===== src/core/stms_cfg.svh =====
// Constants for the starter mode sequencer
`ifndef STMS_CFG_SVH
`define STMS_CFG_SVH
// Register byte offsets
`define STMS_ADDR_CTRL      12'h000
`define STMS_ADDR_SPEED_TIME 12'h004
`define STMS_ADDR_FB_TIME   12'h008
`define STMS_ADDR_FLC       12'h00C
`define STMS_ADDR_AIN_CAL   12'h010
`define STMS_ADDR_MEAS      12'h014
`define STMS_ADDR_STATUS    12'h018
`define STMS_ADDR_REF       12'h01C
// Control field positions
`define STMS_CTRL_MODE_LSB  0
`define STMS_CTRL_FB_EN     2
`define STMS_CTRL_FB_CFG    3
`define STMS_CTRL_ONE_PHASE 4
// Transition thresholds in percent
`define STMS_CUR_PCT        85
`define STMS_TIME_PCT       25
// Timer tick: 1 ms at 200 MHz
`define STMS_TICK_NS        1000000
`define STMS_CLK_NS         5
`define STMS_TICK_CYC       (`STMS_TICK_NS / `STMS_CLK_NS)
// Reset values
`define STMS_SPEED_TIME_RST 16'h2710
`define STMS_FB_TIME_RST    16'h01F4
`define STMS_SPAN_RST       16'h0400
`endif


===== src/core/stms_pkg.sv =====
// Types for the starter mode sequencer
package stms_pkg;
   typedef enum logic [1:0] {
      STMS_MODE_WYE_DELTA  = 2'b00,
      STMS_MODE_ACROSS     = 2'b01,
      STMS_MODE_PHASE      = 2'b10,
      STMS_MODE_SOFT       = 2'b11
   } stms_mode_type;
   typedef enum logic [2:0] {
      STMS_IDLE     = 3'b000,
      STMS_WYE      = 3'b001,
      STMS_DELTA    = 3'b010,
      STMS_LINE_RUN = 3'b011,
      STMS_PC_RUN   = 3'b100,
      STMS_TRIPPED  = 3'b101
   } stms_state_type;
endpackage


===== src/core/stms_sequencer.sv =====
// Starter mode sequencer with AHB-Lite register slave
//
// Overview of operation
// - Wye-delta keeps protections except SCR, stack
// - Wye to delta below 85% current, 25% time
// - Full up-to-speed time forces delta transition
// - Start in wye-delta energizes run relay
// - Wye leaves on stop, timeout, condition, fault
// - Delta keeps run and at-speed relays on
// - Delta stays until stop or fault
// - Missing contactor feedback in time trips
// - Wye-delta ignores ramp, kick, decel settings
// - Wye-delta holds SCR gates disabled
// - Across-line energizes run relay on start
// - Across-line at full speed energizes at-speed
// - Across-line keeps protections, ignores ramp settings; here the code holds SCR, stack checks off (scr_protect_en low)
// - Across-line holds SCR gates disabled
// - Phase control energizes run relay on start
// - Phase control fires from analog input, open loop
// - Zero reference none, full reference full
// - Offset and span applied to raw input
// - Phase control ignores ramp, kick, decel settings
//
// Our own choices: the register offsets and the AHB-Lite interface to the registers.
`timescale 1ns/100ps
`include "stms_cfg.svh"

module stms_sequencer #(
   parameter int TICK_CYC = `STMS_TICK_CYC
) (
   input  wire logic        hclk,
   input  wire logic        hresetn,
   input  wire logic        hsel,
   input  wire logic [11:0] haddr,
   input  wire logic [1:0]  htrans,
   input  wire logic        hwrite,
   input  wire logic [2:0]  hsize,
   input  wire logic [31:0] hwdata,
   input  wire logic        hready,
   output logic      [31:0] hrdata,
   output logic             hreadyout,
   output logic             hresp,
   input  wire logic        start_cmd,
   input  wire logic        fault_in,
   input  wire logic        running_contactor_fb,
   input  wire logic        motor_full_speed,
   input  wire logic [15:0] ain_raw,
   output logic             run_relay,
   output logic             at_speed_output,
   output logic             scr_gate_enable,
   output logic      [15:0] firing_level,
   output logic             scr_protect_en,
   output logic             profile_en,
   output logic             single_phase_setting,
   output logic             trip_flag
);

   ////////////////////////////////////////////////////////////////////////
   // State record
   typedef struct packed {
      stms_pkg::stms_state_type state;
      logic [1:0]  mode;
      logic        fb_en;
      logic        fb_cfg;
      logic        one_phase;
      logic [15:0] speed_time;
      logic [15:0] fb_time;
      logic [15:0] flc;
      logic [15:0] offset;
      logic [15:0] span;
      logic [15:0] meas;
      logic [31:0] tick_cnt;
      logic [15:0] ms_cnt;
      logic [15:0] fb_cnt;
      logic        trip;
      logic        fb_wait;
      logic        wr_pend;
      logic        rd_pend;
      logic [11:0] addr;
      logic [31:0] rdata;
      logic [15:0] level;
   } stms_regs_type;

   stms_regs_type r;
   stms_regs_type next_r;

   logic        tick;
   logic [31:0] cur_lim;
   logic [31:0] time_lim;
   logic [31:0] scaled;
   logic [16:0] shifted;
   logic        cur_ok;
   logic        time_ok;
   logic        time_out;
   logic        fb_timeout;

   ////////////////////////////////////////////////////////////////////////
   // Read decode, shared by the data phase
   function automatic logic [31:0] read_word(input stms_regs_type s, input logic [11:0] a);
      logic [31:0] v;
      v = 32'h00000000;
      unique case (a)
         `STMS_ADDR_CTRL:     v = {27'h0, s.one_phase, s.fb_cfg, s.fb_en, s.mode};
         `STMS_ADDR_SPEED_TIME: v = {16'h0, s.speed_time};
         `STMS_ADDR_FB_TIME:  v = {16'h0, s.fb_time};
         `STMS_ADDR_FLC:      v = {16'h0, s.flc};
         `STMS_ADDR_AIN_CAL:  v = {s.span, s.offset};
         `STMS_ADDR_MEAS:     v = {16'h0, s.meas};
         `STMS_ADDR_STATUS:   v = {16'h0, s.ms_cnt[11:0], s.trip, s.state};
         `STMS_ADDR_REF:      v = {16'h0, s.level};
         default:             v = 32'h00000000;
      endcase
      return v;
   endfunction

   ////////////////////////////////////////////////////////////////////////
   // Threshold arithmetic
   assign tick     = (r.tick_cnt == 32'(TICK_CYC - 1));
   assign cur_lim  = 32'(r.flc) * 32'(`STMS_CUR_PCT);
   assign time_lim = 32'(r.speed_time) * 32'(`STMS_TIME_PCT);
   assign cur_ok   = (32'(r.meas) * 32'h00000064) < cur_lim;
   assign time_ok  = (32'(r.ms_cnt) * 32'h00000064) > time_lim;
   assign time_out = (r.ms_cnt >= r.speed_time);
   assign fb_timeout = r.fb_wait && (r.fb_cnt >= r.fb_time);
   // Offset then span (span 1024 = unity), clipped to 0..FFFF
   assign shifted  = (ain_raw > r.offset) ? {1'b0, ain_raw - r.offset} : 17'h00000;
   assign scaled   = (32'(shifted) * 32'(r.span)) >> 10;

   ////////////////////////////////////////////////////////////////////////
   // Next-state logic
   always_comb begin
      next_r = r;
      next_r.tick_cnt = tick ? 32'h00000000 : r.tick_cnt + 32'h00000001;
      // AHB-Lite address phase capture
      next_r.wr_pend = 1'b0;
      next_r.rd_pend = 1'b0;
      if (hsel && hready && htrans[1]) begin
         next_r.addr    = {haddr[11:2], 2'b00};
         next_r.wr_pend = hwrite;
         next_r.rd_pend = !hwrite;
      end
      if (r.rd_pend) begin
         next_r.rdata = read_word(r, r.addr);
      end
      if (r.wr_pend) begin
         unique case (r.addr)
            `STMS_ADDR_CTRL: begin
               next_r.mode   = hwdata[`STMS_CTRL_MODE_LSB +: 2];
               next_r.fb_en  = hwdata[`STMS_CTRL_FB_EN];
               next_r.fb_cfg = hwdata[`STMS_CTRL_FB_CFG];
               next_r.one_phase = hwdata[`STMS_CTRL_ONE_PHASE];
            end
            `STMS_ADDR_SPEED_TIME: next_r.speed_time = hwdata[15:0];
            `STMS_ADDR_FB_TIME:  next_r.fb_time  = hwdata[15:0];
            `STMS_ADDR_FLC:      next_r.flc      = hwdata[15:0];
            `STMS_ADDR_AIN_CAL: begin
               next_r.offset = hwdata[15:0];
               next_r.span   = hwdata[31:16];
            end
            `STMS_ADDR_MEAS:     next_r.meas     = hwdata[15:0];
            `STMS_ADDR_STATUS:   next_r.trip     = 1'b0;
            default: ;
         endcase
      end
      // Millisecond timers
      if (tick && r.ms_cnt != 16'hFFFF) begin
         next_r.ms_cnt = r.ms_cnt + 16'h0001;
      end
      if (tick && r.fb_wait && r.fb_cnt != 16'hFFFF) begin
         next_r.fb_cnt = r.fb_cnt + 16'h0001;
      end
      next_r.level = 16'h0000;
      unique case (r.state)
         stms_pkg::STMS_IDLE: begin
            next_r.ms_cnt  = 16'h0000;
            next_r.fb_cnt  = 16'h0000;
            next_r.fb_wait = 1'b0;
            if (start_cmd && !fault_in && !r.trip) begin
               unique case (r.mode)
                  stms_pkg::STMS_MODE_WYE_DELTA: next_r.state = stms_pkg::STMS_WYE;
                  stms_pkg::STMS_MODE_ACROSS:    next_r.state = stms_pkg::STMS_LINE_RUN;
                  stms_pkg::STMS_MODE_PHASE:     next_r.state = stms_pkg::STMS_PC_RUN;
                  default:                       next_r.state = stms_pkg::STMS_IDLE;
               endcase
            end
         end
         stms_pkg::STMS_WYE: begin
            if (fault_in) begin
               next_r.state = stms_pkg::STMS_TRIPPED;
            end else if (!start_cmd) begin
               next_r.state = stms_pkg::STMS_IDLE;
            end else if (time_out || (cur_ok && time_ok)) begin
               next_r.state   = stms_pkg::STMS_DELTA;
               next_r.fb_wait = r.fb_en && r.fb_cfg;
               next_r.fb_cnt  = 16'h0000;
            end
         end
         stms_pkg::STMS_DELTA: begin
            if (r.fb_wait && running_contactor_fb) begin
               next_r.fb_wait = 1'b0;
            end
            if (fault_in || (fb_timeout && !running_contactor_fb)) begin
               next_r.state = stms_pkg::STMS_TRIPPED;
            end else if (!start_cmd) begin
               next_r.state = stms_pkg::STMS_IDLE;
            end
         end
         stms_pkg::STMS_LINE_RUN, stms_pkg::STMS_PC_RUN: begin
            if (r.state == stms_pkg::STMS_PC_RUN) begin
               // Open loop: level follows scaled reference only
               next_r.level = (scaled > 32'h0000FFFF) ? 16'hFFFF : scaled[15:0];
            end
            if (fault_in) begin
               next_r.state = stms_pkg::STMS_TRIPPED;
            end else if (!start_cmd) begin
               next_r.state = stms_pkg::STMS_IDLE;
            end
         end
         stms_pkg::STMS_TRIPPED: begin
            next_r.fb_wait = 1'b0;
            next_r.trip    = 1'b1;
            if (!start_cmd && !fault_in) begin
               next_r.state = stms_pkg::STMS_IDLE;
            end
         end
         default: next_r.state = stms_pkg::STMS_IDLE;
      endcase
      // Latching trip: a new trip wins over a software clear
      if (r.state != stms_pkg::STMS_TRIPPED && next_r.state == stms_pkg::STMS_TRIPPED) begin
         next_r.trip = 1'b1;
      end
   end

   ////////////////////////////////////////////////////////////////////////
   // State register
   always_ff @(posedge hclk or negedge hresetn) begin
      if (!hresetn) begin
         r          <= '0;
         r.state    <= stms_pkg::STMS_IDLE;
         r.speed_time <= `STMS_SPEED_TIME_RST;
         r.fb_time  <= `STMS_FB_TIME_RST;
         r.span     <= `STMS_SPAN_RST;
      end else begin
         r <= next_r;
      end
   end

   ////////////////////////////////////////////////////////////////////////
   // Outputs
   // Reads insert one wait state so that hrdata comes from a register
   assign hreadyout = !r.rd_pend;
   assign hresp     = 1'b0;
   assign hrdata    = r.rdata;
   assign run_relay = (r.state == stms_pkg::STMS_WYE) ||
                      (r.state == stms_pkg::STMS_DELTA) ||
                      (r.state == stms_pkg::STMS_LINE_RUN) ||
                      (r.state == stms_pkg::STMS_PC_RUN);
   assign at_speed_output = (r.state == stms_pkg::STMS_DELTA) ||
                            (r.state == stms_pkg::STMS_LINE_RUN && motor_full_speed);
   assign scr_gate_enable = (r.state == stms_pkg::STMS_PC_RUN);
   assign firing_level    = r.level;
   // SCR and stack checks only in soft-start and phase control modes
   assign scr_protect_en  = (r.mode == stms_pkg::STMS_MODE_SOFT) ||
                            (r.mode == stms_pkg::STMS_MODE_PHASE);
   // Ramp, kick and decel only in soft-start mode
   assign profile_en = (r.mode == stms_pkg::STMS_MODE_SOFT);
   assign single_phase_setting = r.one_phase;
   assign trip_flag = r.trip;

   ////////////////////////////////////////////////////////////////////////
   // Assertions
   property p_gates_off_relay_modes;
      @(posedge hclk) disable iff (!hresetn)
      (r.mode != stms_pkg::STMS_MODE_PHASE) |-> !scr_gate_enable;
   endproperty
   a_gates_off_relay_modes: assert property (p_gates_off_relay_modes)
      else $error("SCR gates on outside phase control");

   property p_start_wye;
      @(posedge hclk) disable iff (!hresetn)
      (r.state == stms_pkg::STMS_IDLE && start_cmd && !fault_in && !r.trip &&
       r.mode == stms_pkg::STMS_MODE_WYE_DELTA) |=> run_relay && !at_speed_output;
   endproperty
   a_start_wye: assert property (p_start_wye)
      else $error("Wye start did not energize run relay");

   property p_delta_both;
      @(posedge hclk) disable iff (!hresetn)
      (r.state == stms_pkg::STMS_DELTA) |-> run_relay && at_speed_output;
   endproperty
   a_delta_both: assert property (p_delta_both)
      else $error("Delta without both relays");

   property p_timeout_delta;
      @(posedge hclk) disable iff (!hresetn)
      (r.state == stms_pkg::STMS_WYE && start_cmd && !fault_in && time_out)
      |=> r.state == stms_pkg::STMS_DELTA;
   endproperty
   a_timeout_delta: assert property (p_timeout_delta)
      else $error("No delta at up-to-speed timeout");

   property p_early_delta;
      @(posedge hclk) disable iff (!hresetn)
      (r.state == stms_pkg::STMS_WYE && start_cmd && !fault_in && !time_out &&
       !(cur_ok && time_ok)) |=> r.state == stms_pkg::STMS_WYE;
   endproperty
   a_early_delta: assert property (p_early_delta)
      else $error("Left wye without cause");

   property p_stop_drops;
      @(posedge hclk) disable iff (!hresetn)
      (run_relay && !start_cmd && !fault_in) |=> !run_relay && !at_speed_output;
   endproperty
   a_stop_drops: assert property (p_stop_drops)
      else $error("Relays held after stop");

   property p_fb_trip;
      @(posedge hclk) disable iff (!hresetn)
      (r.state == stms_pkg::STMS_DELTA && fb_timeout && !running_contactor_fb)
      |=> trip_flag && !run_relay;
   endproperty
   a_fb_trip: assert property (p_fb_trip)
      else $error("Feedback timeout did not trip");

   property p_pc_zero;
      @(posedge hclk) disable iff (!hresetn)
      (r.state == stms_pkg::STMS_PC_RUN && $stable(r.state) && ain_raw <= r.offset) |=>
      (firing_level == 16'h0000 || !$stable(ain_raw));
   endproperty
   a_pc_zero: assert property (p_pc_zero)
      else $error("Output at zero reference");

   property p_profile_off;
      @(posedge hclk) disable iff (!hresetn)
      (r.mode != stms_pkg::STMS_MODE_SOFT) |-> !profile_en;
   endproperty
   a_profile_off: assert property (p_profile_off)
      else $error("Profile active outside soft start");

   property p_line_start;
      @(posedge hclk) disable iff (!hresetn)
      (r.state == stms_pkg::STMS_IDLE && start_cmd && !fault_in && !r.trip &&
       r.mode == stms_pkg::STMS_MODE_ACROSS) |=> run_relay && !scr_gate_enable;
   endproperty
   a_line_start: assert property (p_line_start)
      else $error("Across-line start did not energize run relay");

   property p_pc_start;
      @(posedge hclk) disable iff (!hresetn)
      (r.state == stms_pkg::STMS_IDLE && start_cmd && !fault_in && !r.trip &&
       r.mode == stms_pkg::STMS_MODE_PHASE) |=> run_relay && scr_gate_enable;
   endproperty
   a_pc_start: assert property (p_pc_start)
      else $error("Phase control start did not energize run relay");

   property p_delta_hold;
      @(posedge hclk) disable iff (!hresetn)
      (r.state == stms_pkg::STMS_DELTA && start_cmd && !fault_in &&
       !(fb_timeout && !running_contactor_fb)) |=> r.state == stms_pkg::STMS_DELTA;
   endproperty
   a_delta_hold: assert property (p_delta_hold)
      else $error("Left delta without stop or fault");

   property p_fault_trip;
      @(posedge hclk) disable iff (!hresetn)
      (run_relay && fault_in) |=> trip_flag && !run_relay && !at_speed_output;
   endproperty
   a_fault_trip: assert property (p_fault_trip)
      else $error("Fault did not drop relays");

   property p_level_off;
      @(posedge hclk) disable iff (!hresetn)
      (r.state != stms_pkg::STMS_PC_RUN) |=> firing_level == 16'h0000;
   endproperty
   a_level_off: assert property (p_level_off)
      else $error("Firing level outside phase control");

endmodule // stms_sequencer


===== config.mk =====
export PLATFORM = sky130hd
export DESIGN_NAME = stms_sequencer
export DESIGN_NICKNAME = d
export VERILOG_FILES = /design/src/core/stms_pkg.sv /design/src/core/stms_sequencer.sv
export VERILOG_INCLUDE_DIRS = /design/src /design/src/core
export SDC_FILE = /design/constraint.sdc
export NUM_CORES = 1
export LEC_CHECK = 0
export ABC_AREA = 1
export BUFFER_PORTS_ARGS = -buffer_cell sky130_fd_sc_hd__clkbuf_2
export CAP_MARGIN = 40
export CORE_AREA = 5 5 290 292
export DETAILED_ROUTE_END_ITERATION = 16
export DIE_AREA = 0 0 295 297
export PLACE_DENSITY = 0.57
export SETUP_SLACK_MARGIN = 0.4
export SYNTH_ARGS = -nofsm -noshare
export SYNTH_HDL_FRONTEND = slang
export SYNTH_SLANG_ARGS = --single-unit

===== constraint.sdc =====
create_clock -name hclk -period 11.4 [get_ports hclk]
set_clock_uncertainty 0.1 [all_clocks]
set_input_delay 1.71 -clock hclk [delete_from_list [all_inputs] [get_ports hclk]]
set_output_delay 1.71 -clock hclk [all_outputs]
set_load 0.02 [all_outputs]

Word-level counts from Yosys, hierarchy flattened
Index checks and enable logic that the tools add are counted.
{"block": "word_totals", "regBits": 230, "input_bits": 74, "out_inout_bits": 57, "elab_cells": 138}
{"block": "op_classes", "multipliers": 5, "n_lt_le_gt_ge": 6, "mux": 33, "n_addsub": 4, "reduce_logical": 45, "eq_ne": 24}
{"op": "$pmux 32 s8", "n": 1}
{"op": "$mux 16", "n": 10}
{"op": "$mul 16x5->21 const B", "n": 3}
{"op": "$eq 10x3->1 const B", "n": 4}
{"op": "$add 16x1->16 const B", "n": 2}
{"op": "$add 32x1->32 const B", "n": 1}
{"op": "$eq 32x18->1 const B", "n": 1}
{"op": "$ge 16x16->1", "n": 2}
{"op": "$mul 16x16->32", "n": 1}
{"op": "$mux 32", "n": 1}
{"op": "$ne 16x16->1 const B", "n": 2}
{"op": "$pmux 16 s2", "n": 1}
{"op": "$mux 3", "n": 8}
{"op": "$gt 23x21->1", "n": 1}
{"op": "$lt 23x23->1", "n": 1}
{"op": "$mul 16x7->23 const B", "n": 1}
{"op": "$gt 22x16->1 const B", "n": 1}
{"op": "$eq 10x2->1 const B", "n": 2}
{"op": "$gt 16x16->1", "n": 1}
{"op": "$sub 16x16->16", "n": 1}
{"op": "$logic_and 1x1->1", "n": 15}
{"op": "$pmux 3 s5", "n": 1}
{"op": "$mux 14", "n": 1}
{"op": "$reduce_and 2->1", "n": 7}
{"op": "20 further kinds", "n": 48}

Logic depth before layout (Yosys ltp)
Gate-level depths: netlist (run 1).
{"block": "depth", "ltp_word": 12, "ltp_mapped": 45, "mapped_depth_nobuf": 43}

Worst setup path after synthesis (run 1)
OpenSTA, ideal clock, no wires.
{"block": "synth_path", "path_type": "input -> register", "start": "in ain_raw[0]", "end": "reg r (netlist bit firing_level[10])", "arrival_time_ns": 8.632, "setup_slack_ns": 2.524, "path_buffers": 1, "setup_ns": 0.144, "required_ns": 11.156, "cell_stages": 35, "path_cell_list": "inv_1 -> ha_1 -> inv_1 -> fa_1 -> nand2_1 -> nand2_1 -> nand3_1 -> nand2_2 -> nand2_1 -> nand2_2 -> nand2_1 -> nor3_1 -> clkinv_1 -> nor2_1 -> fa_1 -> fa_1 -> fa_1 -> fa_1 -> fa_1 -> inv_1 -> fa_1 -> inv_1 -> ha_1 -> a21oi_1 -> inv_1 -> a21oi_1 -> a21boi_0 -> o21ai_0 -> a21oi_1 -> nand2_1 -> nand2_1 -> nand3_1 -> nor2_4 -> buf_6 -> a21oi_2"}
{"item": "from (decl)", "line": "stms_sequencer.sv:47", "source": "input wire logic [15:0] ain_raw,"}
{"item": "to (signal assigned)", "line": "stms_sequencer.sv:244", "source": "r <= next_r;"}
{"item": "to (decl)", "line": "stms_sequencer.sv:84", "source": "stms_regs_type r;"}

==> metrics.md, run 1 <==
| Metric | Value |
|---|---|
| Slew @ Worst Pin | 0.910 ns |
| Flops & latches, synth | 230 |
| WL/cell | 17.4 um |
| Area leader, netlist | dfrtp_1 |
| Status | finished clean |
| Total GRT Usage | 18.6% |
| Final Hold Viols | 0 |
| Fin worst setup slack | 1.48 ns |
| Tmin final | 9.92 ns |
| Initial Util | 34.5% |
| EDFF count, synth | 0 |
| Largest net degree at the start of global routing | 65 |
| DRC | 0 |
| Die Width | 295 um |
| Worst skew pair latency | 0.61 ns |
| Period utilisation layout | 87.0% |
| Vias post-DR | 23124 |
| Most frequent cells in the layout | inv_1, nand2_1, ha_1 |
| Reg2Reg Setup Slack | 2.31 ns |
| Syn avg cell area | 7.93 um2 |
| Final setup fails | 0 |
| Post-synthesis sequential area ratio | 20.6% |
| # resized after CTS | 0 |
| H-tree Lvls | 1 |
| Setup Buffers After CTS | 0 |
| Worst EP required | 11.74 ns |
| Cell repeated most along the worst path | nand2_1 |
| Gr ovfl total | 0 |
| Nets | 4354 |
| Setup CP Type | in2reg |
| Boundary Pins | 131 |
| Critical Path Sink Type | flop |
| Hold Buf Count CTS | 0 |
| CTS tree | yes |
| Pwr Density | 82.0 nW/um2 |
| Worst min-delay path category | reg2reg |
| Asr flop ratio synth | 100% |
| Die ar. | 87600 um2 |
| Initial antenna violation count | 1 |
| Final wirelength | 82100 um |
| Fillers | 8423 |
| CP Data Arrival Time | 10.26 ns |
| Post-synth top area share | 19.4% |
| Cts bufs inserted | 29 |
| Crit path capture | firing_level[15]$_DFF_PN0_ |
| Setup WS pre-CTS | 1.07 ns |
| Mapped cell area | 28100 um2 |
| Slew Limit Fails | 0 |
| Largest cells by area after synthesis | dfrtp_1, ha_1, fa_1, inv_1, nand2_1 |
| Placer Congestion | 0.913 |
| Worst-path maximum fanout | 16 |
| Critical Path Source | ain_raw[2] |
| Number of port buffers | 123 |
| CP Launch Type | input port |
| Vert. Die Dim | 297 um |
| Synthesis-to-finish area growth | 9.73% |
| Total Power | 2.53 mW |
| Slew margin rel. | 39.2% |
| Clock slew at reported path FFs | 0.06 ns |
| Clk sinks | 230 |
| CP max-delay cell | fa_1 |
| VDD IR-drop max | 0.120 mV |
| Max incr delay on CP | 0.59 ns |
| First-iteration detailed-routing DRC count | 1604 |
| Clk root buf | clkbuf_16 |
| Ys Warns | 0 |
| First-pass GRT wire length | 129000 um |
| Vias in the first global route | 22838 |
| Leakage power total | 17.6 nW |
| TNS Setup | 0 ns |
| Core ar. | 81300 um2 |
| Row count | 105 |
| Post-Syn Nets | 4270 |
| Crit Reg-Reg Endpoint | firing_level[15]$_DFF_PN0_ |
| Most common cell after layout, fill and taps aside | inv_1 |
| CTS Buffer Depth | 3 |
| Yosys cell types | 56 |
| Max_cap viols | 0 |
| Dpl hpwl | 67100 um |
| Fmax | 101 MHz |
| RR Startpoint | r[162]$_DFFE_PN0P_ |
| Predominant post-synthesis flop cell | dfrtp_1 |
| Mapped Cells | 3539 |
| Drt via density | 4.90 |
| TritonRoute pass-1 iters | 5 |
| Layout cells sized above 1 | 7.76% |
| Worst-case reg-to-reg path depth | 41 |
| RSZ-0062 raised after global routing | no |
| DRT antenna net count | 0 |
[flip-flops by register name, summed over array words and instances, names as in the netlist]
name	flops
trip_flag	1
hrdata	32
firing_level	16
single_phase_setting	1
r	180
[layout make-up]
cell class              instances  area [um2]  share of cell area, %
clock inverters                17         180                  0.585
well taps                    1070        1340                   4.35
diodes                          1        2.50                0.00812
clock buffers                  37         806                   2.62
multi-input cells            2377       18600                   60.4
repair buffers                168        1020                   3.32
inverters                     817        3070                   9.95
flip-flops and latches        230        5770                   18.7
[worst max-delay path, delay by kind of cell]
family | cells | cell delay, ns
compound gates | 10 | 1.64
xor+xnor | 1 | 0.27
fa+ha+maj | 8 | 3.84
buf+inv | 7 | 0.70
simple gates | 15 | 2.08
[through the flow]
| stage | area [um2] | hold WS [ns] | utilization [%] | cells |
|---|---|---|---|---|
| floorplan | 28100 | 0.333 | - | 3539 |
| global placement | 29700 | 0.354 | 36.5 | 4654 |
| detailed placement | 29800 | 0.363 | 36.7 | 4661 |
| CTS | 30800 | 0.371 | 37.9 | 4715 |
| global route | 30800 | 0.385 | 37.9 | 4716 |
| finish | 30800 | 0.367 | 37.9 | 4717 |
[routing by layer]
metal	global-route usage (%)	share of wire, %
met3	3.05	6.9
met4	5.39	3.2
met2	29.3	44
met5	0	0
met1	26.5	46
[logic make-up (layout without fill, tap and decap cells)]
logic type | Yosys count | count (layout) | synth area share [%]
flops | 230 | 230 | 20.6
compound gates | 541 | 541 | 11.0
xor+xnor | 101 | 101 | 3.18
buf+inv | 932 | 1039 | 13.2
fa+ha+maj | 657 | 657 | 36.0
simple gates | 1072 | 1072 | 15.9
other cells | 1 | 2 | 0.0134
mux | 5 | 5 | 0.201
[worst min-delay path by stage]
stage / start / end / slack, ns / depth (start not counted)
final: r[96]$_DFF_PN0_ / r[96]$_DFF_PN0_ / 0.37 / 1
after global routing: r[96]$_DFF_PN0_ / r[96]$_DFF_PN0_ / 0.39 / 1
after CTS: r[96]$_DFF_PN0_ / r[96]$_DFF_PN0_ / 0.37 / 1
after detailed placement: r[96]$_DFF_PN0_ / r[96]$_DFF_PN0_ / 0.36 / 1
after global placement: r[96]$_DFF_PN0_ / r[96]$_DFF_PN0_ / 0.35 / 1
after floorplan: r[96]$_DFF_PN0_ / r[96]$_DFF_PN0_ / 0.33 / 1
[Yosys cell counts, types with 4 or more instances]
master / n
dfstp_2: 12
a211oi_1: 4
buf_2: 4
a21oi_1: 194
o21ai_1: 4
nand4_1: 27
nand3_2: 4
o21bai_1: 7
o21ai_0: 196
or2_2: 10
clkinv_1: 9
buf_4: 49
nand2_2: 8
o211ai_1: 6
nand3_1: 100
inv_1: 806
o22ai_1: 28
o31ai_1: 22
nor4_1: 12
o41ai_1: 9
a32o_1: 4
fa_1: 251
o21a_1: 7
xor2_1: 56
mux2_2: 5
nor2_2: 5
nor2_1: 247
and3_1: 5
nor3_1: 60
o221ai_1: 5
a21boi_0: 5
xnor2_1: 44
a2111oi_0: 4
dfrtp_1: 218
clkbuf_1: 59
a21oi_2: 10
a31oi_1: 14
ha_1: 406
a21o_1: 10
nand3b_1: 5
nand2_1: 585
[report_power, final]
part           internal, mW  leakage (nW)  total (mW)  switching (mW)
combinational         0.248          14.4       0.691           0.443
clock                 0.552         0.492       0.966           0.414
sequential            0.837          2.70       0.868          0.0312
(Power assumes the default switching activity.)
==> run 2: changes to the inputs <==
Settings changed: RECOVER_POWER set to 50.
==> metrics.md, run 2 (synthesized netlist as in run 1, its figures left out) <==
| Metric | Value |
|---|---|
| Gr ovfl total | 0 |
| RSZ-0062 raised after global routing | no |
| Final setup fails | 0 |
| Clock slew at reported path FFs | 0.06 ns |
| FF+latch area | 5770 um2 |
| Critical Path Sink Type | flop |
| Leakage power total | 17.5 nW |
| Pwr Density | 82.1 nW/um2 |
| Vert. Die Dim | 297 um |
| ANT cells | 0 |
| DRC | 0 |
| CTS tree | yes |
| First-pass GRT wire length | 129000 um |
| Nets | 4354 |
| Max incr delay on CP | 0.60 ns |
| Non-Filler Instances | 4716 |
| Die ar. | 87600 um2 |
| Layout cells sized above 1 | 7.38% |
| Boundary Pins | 131 |
| Final wirelength | 82000 um |
| Failing checks | max-capacitance violations, max-slew violations |
| Slew Limit Fails | 270 |
| Placer Congestion | 0.913 |
| Number of port buffers | 123 |
| TNS Setup | 0 ns |
| TritonRoute pass-1 iters | 5 |
| CP Launch Type | input port |
| Hold Buf Count CTS | 0 |
| Cts bufs inserted | 29 |
| DRT antenna net count | 0 |
| CTS Buffer Depth | 3 |
| Vias post-DR | 23166 |
| CP Data Arrival Time | 10.22 ns |
| Final Hold Viols | 0 |
| WL/cell | 17.4 um |
| Vias in the first global route | 22838 |
| Multi-input combinational cell area | 18600 um2 |
| Slew margin rel. | -147% |
| Largest net degree at the start of global routing | 65 |
| Post-Place Cells | 4661 |
| Worst-path maximum fanout | 16 |
| Worst skew pair latency | 0.61 ns |
| Die Width | 295 um |
| # resized after CTS | 0 |
| Drt via density | 4.91 |
| Slew @ Worst Pin | 3.71 ns |
| Synthesis-to-finish area growth | 9.45% |
| Util after Layout | 37.8% |
| Most frequent cells in the layout | inv_1, nand2_1, ha_1 |
| Worst EP required | 11.75 ns |
| Setup CP Type | in2reg |
| Worst min-delay path category | reg2reg |
| Row count | 105 |
| Reg2Reg Setup Slack | 2.35 ns |
| Fmax | 101 MHz |
| Fillers | 8438 |
| Total GRT Usage | 18.6% |
| Most common cell after layout, fill and taps aside | inv_1 |
| Status | complete, but fails checks |
| Core ar. | 81300 um2 |
| Initial antenna violation count | 1 |
| Setup Buffers After CTS | 0 |
| Fin Hold WS | 0.371 ns |
| Largest Register | r |
| Clk sinks | 230 |
| Initial Util | 34.5% |
| Clk root buf | clkbuf_16 |
| First-iteration detailed-routing DRC count | 1531 |
| H-tree Lvls | 1 |
| Cell repeated most along the worst path | nand2_1 |
| Period utilisation layout | 86.7% |
| Dpl hpwl | 67100 um |
| Number of flip-flops in the largest register | 180 |
| CP max-delay cell | fa_1 |
| Tmin final | 9.88 ns |
| VDD IR-drop max | 0.120 mV |
| Max_cap viols | 5 |
run 2: cell types whose count changed in the layout (fill, tap and decap cells not counted), sizes merged:
cell,before,now
clkbuf,160,169
diode,1,0
buf,43,34
run 2: cell type report:
| class | count | share of cell area [%] |
|---|---|---|
| Clock buffer | 37 | 2.62 |
| Clock inverter | 17 | 0.586 |
| Inverter | 817 | 9.98 |
| Multi-Input combinational cell | 2377 | 60.5 |
| Sequential cell | 230 | 18.8 |
| Tap cell | 1070 | 4.36 |
| Timing Repair Buffer | 168 | 3.13 |
run 2: worst max-delay path, delay by kind of cell:
kind / cells / cell delay, ns
compound gates: 10 / 1.67
xor+xnor: 1 / 0.26
fa+ha+maj: 8 / 3.85
buf+inv: 7 / 0.70
simple gates: 15 / 2.03
run 2: worst paths after layout:
kind | start | end | depth (start not counted)
hold / removal | r[96]$_DFF_PN0_ | r[96]$_DFF_PN0_ | 1
setup / recovery | ain_raw[2] | firing_level[15]$_DFF_PN0_ | 41
hold reg to reg | r[96]$_DFF_PN0_ | r[96]$_DFF_PN0_ | 1
max in group asynchronous | hresetn | hrdata[19]$_DFFE_PN0P_ | 3
min in group asynchronous | hresetn | r[95]$_DFFE_PN0P_ | 1
setup reg to reg | r[162]$_DFFE_PN0P_ | firing_level[15]$_DFF_PN0_ | 41
run 2: layer usage:
metal | GRT usage [%] | share of wire (%) | vias up
met1 | 26.5 | 46 | 11084
met5 | 0 | 0 | -
met2 | 29.3 | 44 | 629
met3 | 3.05 | 6.7 | 139
li1 | - | - | 11314
met4 | 5.39 | 3.3 | 0
run 2: where the power goes:
| part | internal (mW) | leakage, nW | switching [mW] |
|---|---|---|---|
| clock network | 0.552 | 0.492 | 0.415 |
| logic | 0.247 | 14.3 | 0.441 |
| registers | 0.837 | 2.70 | 0.0313 |
| total | 1.64 | 17.5 | 0.887 |
run 2: per-stage QoR:
stage          instance area (um2)  power [mW]  setup slack (ns)
2_1_floorplan                28100        1.36              2.52
3_3_place_gp                 29700        1.56              1.22
3_5_place_dp                 29800        1.57              1.07
4_1_cts                      30800        2.55              1.63
5_1_grt                      30700        2.68              1.03
6_report                     30700        2.52              1.52
